==> src/periph_irq_pkg.sv <==
// constants for the peripheral interrupt pending block
//
// Summary of operation
// - a source event sets its pending bit, and the matching summary bit only when its slot's mask bit is set.
// - taking a summary vector clears only that summary bit, never the pending bits.
// - a pending register read returns its contents, then clears each slot bit unless its own event lands that cycle; reserved bits keep reset values.
// - writing a one to a pending bit raises the interrupt like a real source event.
// - with a waveform generator, pending bit 4 shows it and feeds the peripheral summary.
// - the peripheral summary reaches the core only while main enable bit 5 is set.
// - a waveform event feeds the peripheral summary only while enable bit 5 is set.
// - with two serial ports, a pending bit shows serial 1 errors for the serial summary.
// - with compare channel 5, pending bit 6 shows it and feeds the peripheral summary.
package periph_irq_pkg;

    // register addresses, byte granular
    localparam logic [15:0] PEND_ADDR = 16'h1fbe;
    localparam logic [15:0] PMASK_ADDR = 16'h1fbf;
    localparam logic [15:0] IPH_ADDR = 16'h0012;
    localparam logic [15:0] IEH_ADDR = 16'h0013;

    // reset values
    localparam logic [7:0] PEND_RESET = 8'haa;
    localparam logic [7:0] PMASK_RESET = 8'h00;
    localparam logic [7:0] IEH_RESET = 8'h00;
    localparam logic [7:0] ZERO_BYTE = 8'h00;

    // reserved pending bits read back as their reset ones
    localparam logic [7:0] PEND_RSVD = 8'haa;

    // source slots: slot 0 at pending bit 4, slot 1 at bit 6
    localparam int SLOTS = 2;
    localparam int SLOT_BASE = 4;
    localparam int SLOT_STEP = 2;
    // slot 0 enabled by mask bit 5, slot 1 by bit 6
    localparam int MASK_BASE = 5;

    // summary bits in the main pending and enable registers
    localparam int SUM_PERIPH = 5;
    localparam int SUM_SERIAL = 6;

endpackage : periph_irq_pkg

==> src/sticky_flag.sv <==
// one sticky flag bit where a set beats a clear
`timescale 1ns/1ps
module sticky_flag #(
    parameter bit RESET_VAL = 1'b0
) (
    input wire logic core_clk_i,
    input wire logic rst_n_i,
    input wire logic set_i,
    input wire logic clr_i,
    output logic q_o
);

    logic flag_d;

    // a set arriving with a clear is kept, so no event is lost
    assign flag_d = set_i | (q_o & ~clr_i);

    // flag storage
    always_ff @(posedge core_clk_i or negedge rst_n_i) begin
        if (!rst_n_i) begin
            q_o <= RESET_VAL;
        end else begin
            q_o <= flag_d;
        end
    end

endmodule : sticky_flag

==> src/periph_irq_pending.sv <==
// peripheral interrupt pending register with summary interrupts
`timescale 1ns/1ps
module periph_irq_pending #(
    // 0: waveform generator and compare channel 5; 1: two serial ports
    parameter bit TWO_SERIAL = 1'b0
) (
    input wire logic core_clk_i,
    input wire logic rst_n_i,
    input wire logic [15:0] addr_i,
    input wire logic [7:0] wdata_i,
    input wire logic wr_i,
    input wire logic rd_i,
    output logic [7:0] rdata_o,
    input wire logic waveform_gen_source_i,
    input wire logic compare_ch5_source_i,
    input wire logic serial0_error_source_i,
    input wire logic serial1_error_source_i,
    input wire logic periph_vec_taken_i,
    input wire logic serial_vec_taken_i,
    output logic periph_summary_irq_o,
    output logic serial_summary_irq_o,
    output logic irq_o
);

    // address decode
    logic sel_pend;
    logic sel_pmask;
    logic sel_iph;
    logic sel_ieh;

    assign sel_pend = (addr_i == periph_irq_pkg::PEND_ADDR);
    assign sel_pmask = (addr_i == periph_irq_pkg::PMASK_ADDR);
    assign sel_iph = (addr_i == periph_irq_pkg::IPH_ADDR);
    assign sel_ieh = (addr_i == periph_irq_pkg::IEH_ADDR);

    // qualified strobes
    logic wr_pend;
    logic rd_pend;
    logic wr_pmask;
    logic wr_iph;
    logic wr_ieh;

    assign wr_pend = wr_i & sel_pend;
    assign rd_pend = rd_i & sel_pend;
    assign wr_pmask = wr_i & sel_pmask;
    assign wr_iph = wr_i & sel_iph;
    assign wr_ieh = wr_i & sel_ieh;

    // software registers
    logic [7:0] periph_enable_reg_q;
    logic [7:0] irq_enable_high_q;
    logic [7:0] irq_pending_high;

    // enable registers: plain read/write
    always_ff @(posedge core_clk_i or negedge rst_n_i) begin
        if (!rst_n_i) begin
            periph_enable_reg_q <= periph_irq_pkg::PMASK_RESET;
        end else if (wr_pmask) begin
            periph_enable_reg_q <= wdata_i;
        end
    end

    always_ff @(posedge core_clk_i or negedge rst_n_i) begin
        if (!rst_n_i) begin
            irq_enable_high_q <= periph_irq_pkg::IEH_RESET;
        end else if (wr_ieh) begin
            irq_enable_high_q <= wdata_i;
        end
    end

    // per-slot source selection, set by the variant
    logic [1:0] slot_src;

    assign slot_src[0] = TWO_SERIAL ? serial0_error_source_i
                                    : waveform_gen_source_i;
    assign slot_src[1] = TWO_SERIAL ? serial1_error_source_i
                                    : compare_ch5_source_i;

    // pending bits, event terms and summary contributions per slot
    logic [1:0] slot_ev;
    logic [1:0] slot_pend;
    logic [1:0] slot_contrib;

    genvar gi;
    generate
        for (gi = 0; gi < periph_irq_pkg::SLOTS; gi++) begin : g_slot
            localparam int POS = periph_irq_pkg::SLOT_BASE + gi * periph_irq_pkg::SLOT_STEP;
            localparam int MPOS = periph_irq_pkg::MASK_BASE + gi;

            // a written one counts exactly like a source event
            assign slot_ev[gi] = slot_src[gi] | (wr_pend & wdata_i[POS]);

            // only an enabled slot feeds its summary
            assign slot_contrib[gi] = slot_ev[gi] & periph_enable_reg_q[MPOS];

            // read clears, but a new event in the read cycle survives
            sticky_flag #(
                .RESET_VAL(periph_irq_pkg::PEND_RESET[POS])
            ) u_pend (
                .core_clk_i(core_clk_i),
                .rst_n_i(rst_n_i),
                .set_i(slot_ev[gi]),
                .clr_i(rd_pend),
                .q_o(slot_pend[gi])
            );
        end
    endgenerate

    // summary set terms: the variant decides which summary the slots feed
    logic periph_set;
    logic serial_set;

    assign periph_set = ~TWO_SERIAL & (|slot_contrib);
    assign serial_set = TWO_SERIAL & (|slot_contrib);

    // summary clears: vector taken or software write of one
    logic periph_clr;
    logic serial_clr;

    assign periph_clr = periph_vec_taken_i | (wr_iph & wdata_i[periph_irq_pkg::SUM_PERIPH]);
    assign serial_clr = serial_vec_taken_i | (wr_iph & wdata_i[periph_irq_pkg::SUM_SERIAL]);

    logic periph_sum_q;
    logic serial_sum_q;

    // vector take touches the summary only, pending bits keep their state
    sticky_flag #(
        .RESET_VAL(1'b0)
    ) u_sum_periph (
        .core_clk_i(core_clk_i),
        .rst_n_i(rst_n_i),
        .set_i(periph_set),
        .clr_i(periph_clr),
        .q_o(periph_sum_q)
    );

    sticky_flag #(
        .RESET_VAL(1'b0)
    ) u_sum_serial (
        .core_clk_i(core_clk_i),
        .rst_n_i(rst_n_i),
        .set_i(serial_set),
        .clr_i(serial_clr),
        .q_o(serial_sum_q)
    );

    // main pending image, unused bits read zero
    always_comb begin
        irq_pending_high = periph_irq_pkg::ZERO_BYTE;
        irq_pending_high[periph_irq_pkg::SUM_PERIPH] = periph_sum_q;
        irq_pending_high[periph_irq_pkg::SUM_SERIAL] = serial_sum_q;
    end

    // pending register image: slots plus reserved read-back
    logic [7:0] pend_image;

    always_comb begin
        pend_image = periph_irq_pkg::PEND_RSVD;
        pend_image[periph_irq_pkg::SLOT_BASE] = slot_pend[0];
        pend_image[periph_irq_pkg::SLOT_BASE + periph_irq_pkg::SLOT_STEP] = slot_pend[1];
    end

    // read mux; unmapped addresses read zero
    logic [7:0] rd_mux;

    assign rd_mux = sel_pend ? pend_image :
                    sel_pmask ? periph_enable_reg_q :
                    sel_iph ? irq_pending_high :
                    sel_ieh ? irq_enable_high_q :
                    periph_irq_pkg::ZERO_BYTE;

    // gated summaries toward the core
    logic periph_gate;
    logic serial_gate;
    logic irq_any;

    assign periph_gate = periph_sum_q & irq_enable_high_q[periph_irq_pkg::SUM_PERIPH];
    assign serial_gate = serial_sum_q & irq_enable_high_q[periph_irq_pkg::SUM_SERIAL];
    assign irq_any = periph_gate | serial_gate;

    // read data stands only in the cycle after the read strobe
    always_ff @(posedge core_clk_i or negedge rst_n_i) begin
        if (!rst_n_i) begin
            rdata_o <= periph_irq_pkg::ZERO_BYTE;
        end else begin
            rdata_o <= rd_i ? rd_mux : periph_irq_pkg::ZERO_BYTE;
        end
    end

    // registered interrupt outputs, one cycle after the flag
    always_ff @(posedge core_clk_i or negedge rst_n_i) begin
        if (!rst_n_i) begin
            periph_summary_irq_o <= 1'b0;
            serial_summary_irq_o <= 1'b0;
            irq_o <= 1'b0;
        end else begin
            periph_summary_irq_o <= periph_gate;
            serial_summary_irq_o <= serial_gate;
            irq_o <= irq_any;
        end
    end
endmodule : periph_irq_pending

==> config.mk <==
export PLATFORM = sky130hd
export DESIGN_NAME = periph_irq_pending
export DESIGN_NICKNAME = d
export VERILOG_FILES = /design/src/periph_irq_pkg.sv /design/src/sticky_flag.sv /design/src/periph_irq_pending.sv
export SDC_FILE = /design/constraint.sdc
export NUM_CORES = 1
export LEC_CHECK = 0
export ABC_CLOCK_PERIOD_IN_PS = 1200
export BUFFER_PORTS_ARGS = -buffer_cell sky130_fd_sc_hd__buf_2
export CORE_ASPECT_RATIO = 1.25
export CORE_MARGIN = 3
export CORE_UTILIZATION = 50
export DETAILED_ROUTE_END_ITERATION = 8
export PLACE_DENSITY = 0.87
export SLEW_MARGIN = 20
export SYNTH_ARGS = -nofsm -noshare
export SYNTH_HDL_FRONTEND = slang
export SYNTH_SLANG_ARGS = --single-unit
==> constraint.sdc <==
create_clock -name core_clk_i -period 1.2 [get_ports core_clk_i]
set_input_delay 0.06 -clock core_clk_i [delete_from_list [all_inputs] [get_ports core_clk_i]]
set_output_delay 0.06 -clock core_clk_i [all_outputs]
set_load 0.02 [all_outputs]
== Word-level counts from Yosys, hierarchy flattened ==
Cells that the tools add are included.
Operators by class
  bitwise operators: 28
  reductions and logical operators: 1
  equality and inequality tests: 4
  multiplexer cells: 5
Operators with widths (number)
  8-bit 2-to-1 mux: 5
  16-bit by 13-bit equality test with 1-bit output, second input constant: 2
  16-bit by 5-bit equality test with 1-bit output, second input constant: 2
  1-bit bitwise AND: 17
  1-bit bitwise OR: 8
  1-bit inverter: 3
  2-bit OR reduction: 1
Word-level totals
  flip-flop bits (word level): 31

== Depth between registers and ports, before layout ==
  word-level depth: 7
  gate-level depth with buffers: 6
  mapped depth without buffers: 4

== Modules after synthesis ==
A second synthesis with hierarchy kept.
Second synthesis, totals
  cells, all modules: 122
  area total of the unflattened synthesis: 1453.9 um^2
Modules (own cells, without submodules)
  periph_irq_pending: times used 1, cells an instance 110, seq. area each 675.6 um^2, area each 1308.8 um^2
  sticky_flag: times used 4, cells an instance 3, seq. area each 25.0 um^2, area each 36.3 um^2

== Least setup slack after synthesis ==
OpenSTA, ideal clock, no wires.
  path type: in2reg
  from: input addr_i[13]
  to: register periph_enable_reg_q[0]
  arrival time: 1.163 ns
  setup time: 0.125 ns
  path buffers: 2
  stages: 6
  setup slack: -0.089 ns
  cell sequence: nor3_4 and3_1 buf_4 and3_4 buf_12 mux2_4
Between the ends
  word-level cells in the longest chain between the ends: 2
Ends and longest elaborated chain
  start, declared: RTL line periph_irq_pending.sv:9  | input wire logic [15:0] addr_i,
  16-bit by 13-bit equality test with 1-bit output: RTL line periph_irq_pending.sv:32  | assign sel_pmask = (addr_i == periph_irq_pkg::PMASK_ADDR);
  1-bit bitwise AND: RTL line periph_irq_pending.sv:45  | assign wr_pmask = wr_i & sel_pmask;
  end signal, assigned: RTL line periph_irq_pending.sv:57  | periph_enable_reg_q <= periph_irq_pkg::PMASK_RESET;
  end signal, assigned: RTL line periph_irq_pending.sv:59  | periph_enable_reg_q <= wdata_i;
  end, declared: RTL line periph_irq_pending.sv:50  | logic [7:0] periph_enable_reg_q;
Every way passes these cells.
A chain may end at the register's enable or synchronous reset.

== Final worst setup path ==
  from: register irq_enable_high_q[6]
  to: register rdata_o[6]
Between the ends
  word-level cells in the longest chain between the ends: 5
Ends and longest elaborated chain
  start, declared: RTL line periph_irq_pending.sv:51  | logic [7:0] irq_enable_high_q;
  start signal, assigned: RTL line periph_irq_pending.sv:65  | irq_enable_high_q <= periph_irq_pkg::IEH_RESET;
  start signal, assigned: RTL line periph_irq_pending.sv:67  | irq_enable_high_q <= wdata_i;
  8-bit 2-to-1 mux: RTL line periph_irq_pending.sv:169  | sel_ieh ? irq_enable_high_q :
  8-bit 2-to-1 mux: RTL line periph_irq_pending.sv:168  | sel_iph ? irq_pending_high :
  8-bit 2-to-1 mux: RTL line periph_irq_pending.sv:167  | sel_pmask ? periph_enable_reg_q :
  8-bit 2-to-1 mux: RTL line periph_irq_pending.sv:166  | assign rd_mux = sel_pend ? pend_image :
  8-bit 2-to-1 mux: RTL line periph_irq_pending.sv:186  | rdata_o <= rd_i ? rd_mux : periph_irq_pkg::ZERO_BYTE;
  end signal, assigned: RTL line periph_irq_pending.sv:184  | rdata_o <= periph_irq_pkg::ZERO_BYTE;
  end signal, assigned: RTL line periph_irq_pending.sv:186
  end, declared: RTL line periph_irq_pending.sv:13  | output logic [7:0] rdata_o,
Every way passes these cells.

==> flow_summary_export.csv <==
group,metric,value,unit
grt,grt_pass1_vias,1247,
yosys,synth_cells,119,
power,power_leakage,0.958,nW
power,vdd_drop_max,878,uV
route,dr_wl_met2,1760,um
floorplan,core,2790,um2
route,wirelength,3580,um
status,status,"finished, final reports clean",
yosys,synth_edf_count,0,
cts,numCtsBuffers,5,
cts,clkLatencyLatePin,0.34,ns
placement,dpl_cell_area,1740,um2
placement,dpl_worst_slack,-0.201,ns
setup_path,startpoint_type,"flop",
placement,place.gp.congestion,0.943,
sta,post-route-period-util,0.972,
yosys,synth_top_family_by_area,"simple AND/OR/NAND/NOR gates",
yosys,ys_types,33,
cts,clkSinkCount,31,
grt,antenna_found_initial,0,
route,routedWlPerCell,16.6,um
setup_path,crit_path_max_fanout,3,
route,first_iter_violations,27,
sta,setup_ws,0.0332,ns
sta,slew_viol_final,0,
yosys,synthAdderAreaFrac,0,
setup_path,endpoint_kind,"flop",
sta,finClkSkew,0.00520,ns
grt,grt_usage,0.226,
sta,hold_violations,0,
yosys,synth_compound_area_frac,0.0875,
yosys,avgSynthCellArea,12.6,um2
yosys,ys_seq_area_frac,0.517,
layout,nets,215,
cts,clk_pin_slew,0.09,ns
route,topRoutingLayerUsed,"met4",
power,p_per_area,1060,nW/um2
layout,n_antenna_cell,0,
layout,final_area,1950,um2
setup_path,cp.required,1.45,ns
floorplan,die_h,67.3,um
cts,cts_tree,"done",
floorplan,ios,45,
layout,areaGrowthSynthToFinish,29.8,%
cts,h-tree-depth,2,
floorplan,die_area,3700,um2
cts,cts_root_buffer,"clkbuf_4",
sta,final-setup-viol-count,0,
grt,grt_max_degree,32,
yosys,synth_warnings,0,
sta,holdWs,0.0390,ns
floorplan,num_rows,21,
setup_path,crit_type,"reg -> reg",
yosys,ys_async_sr_fraction,1.00,
layout,drive_gt1_frac,0.445,
sta,fin_crit,1.17,ns
route,remaining_drc_errors,0,
sta,worstMarginPinSlew,0.663,ns
route,drt-vias-per-instance,5.91,
route,vias,1276,
placement,port_buffers,42,
yosys,synth_ff_type,"dfrtp_1",
yosys,muxShareOfSynthArea,0.160,
yosys,syn-cell-area,1500,um2
sta,relSlewSlack,0.558,
yosys,synth_seq_cells,31,
grt,grt_pass1_wl,5870,um
cts,clockBufferDepth,2,
yosys,synth_xor_area_frac,0,
yosys,synthSimpleGateAreaFrac,0.181,
yosys,postSynthNetCount,153,
hold_path,hold_path.class,"in -> reg",
route,wl_met1,1400,um
route,ant_nets,0,
floorplan,initial_core_util,0.539,
route,met3_length,288,um
sta,max_freq,0.857,GHz
layout,mostFrequentLayoutCell,"buf_2",
layout,mostFrequentLayoutCells,"buf_2, dfrtp_1, nand3_1",
setup_path,worst_ep_arrival_time,1.42,ns
flow_run,cap_violations,0,
grt,overflow,0,
route,dr.pass1.iters,4,
power,p_total,0.00206,W
floorplan,die_w,55.0,um
placement,hpwlAfterDp,2520,um
==> layer usage <==
| layer | track usage | vias to the layer above |
|---|---|---|
| met5 | 0 | - |
| met3 | 0.0552 | 14 |
| met4 | 0.125 | 0 |
| met1 | 0.280 | 612 |
| met2 | 0.355 | 78 |
| li1 | - | 572 |
==> where the power goes <==
group / switching, W / leakage (nW) / internal, W
Combinational: 0.0000780 / 0.487 / 0.0000774
Clock: 0.000372 / 0.0482 / 0.000492
Sequential: 0.000000158 / 0.423 / 0.00104
==> cells by family after synthesis <==
kind of cell,after synthesis
AND/OR/NAND/NOR,44
flip-flops,31
AO/OA/AOI/OAI,18
multiplexers,16
buffers and inverters,10
==> worst max-delay path: stages, from the launching register on <==
cell,delay (ns)
dfrtp_1,0.40
and3_1,0.19
a21oi_1,0.05
nand3b_1,0.20
a311oi_2,0.24
==> repair_timing <==
item / CTS / global route
resized for setup: 0 / 1
hold buffers: 11 / 0
setup endpoints to repair: 0 / 2
endpoints found under the hold margin: 47 / 0
buffers inserted: 0 / 1
==> cell usage after synthesis, drive strengths merged, types with 3 or more instances <==
library cell | number | area [um2]
inv | 4 | 15.0
nand3 | 17 | 85.1
and2 | 3 | 18.8
nand2 | 3 | 11.3
a31oi | 4 | 25.0
buf | 6 | 67.6
a21oi | 3 | 15.0
and3 | 7 | 53.8
dfrtp | 31 | 776
mux2 | 16 | 240
nor3 | 6 | 46.3
a311oi | 3 | 26.3
==> cell type report <==
cell class,count,area (um2)
clock buffers,6,51.3
clock inverters,2,35.0
fillers,206,836
inverters,4,15.0
multi-input cells,78,649
flip-flops and latches,31,776
well taps,34,42.5
repair buffers,61,380
==> registers in the layout (all words and copies together) (netlist names), 2 cells and up <==
register and count:
periph_enable_reg_q 8, g_slot.u_pend.q_o 2, irq_enable_high_q 8, rdata_o 8
==> path summary, 6_finish.rpt <==
| path | startpoint | endpoint | slack (ns) | cells after the start |
|---|---|---|---|---|
| setup / recovery | irq_enable_high_q[6]$_DFFE_PN0P_ | rdata_o[6]$_DFF_PN0_ | 0.03 | 4 |
| hold / removal | addr_i[1] | rdata_o[5]$_DFF_PN0_ | 0.04 | 3 |
| setup reg to reg | irq_enable_high_q[6]$_DFFE_PN0P_ | rdata_o[6]$_DFF_PN0_ | 0.03 | 4 |
| hold reg to reg | g_slot[0].u_pend.q_o$_DFF_PN0_ | g_slot[0].u_pend.q_o$_DFF_PN0_ | 0.52 | 1 |
| max in group asynchronous | rst_n_i | periph_enable_reg_q[6]$_DFFE_PN0P_ | 0.50 | 2 |
| min in group asynchronous | rst_n_i | periph_enable_reg_q[2]$_DFFE_PN0P_ | 0.27 | 2 |
==> per-stage QoR <==
| stage | std cells | setup TNS (ns) | util |
|---|---|---|---|
| 2_1_floorplan | 119 | -1.29 | - |
| 3_3_place_gp | 196 | -2.64 | 0.624 |
| 3_5_place_dp | 196 | -3.97 | 0.624 |
| 4_1_cts | 215 | 0 | 0.695 |
| 5_1_grt | 216 | -0.0201 | 0.700 |
| 6_report | 216 | 0 | 0.700 |
Power figures use the tool's default switching activity.
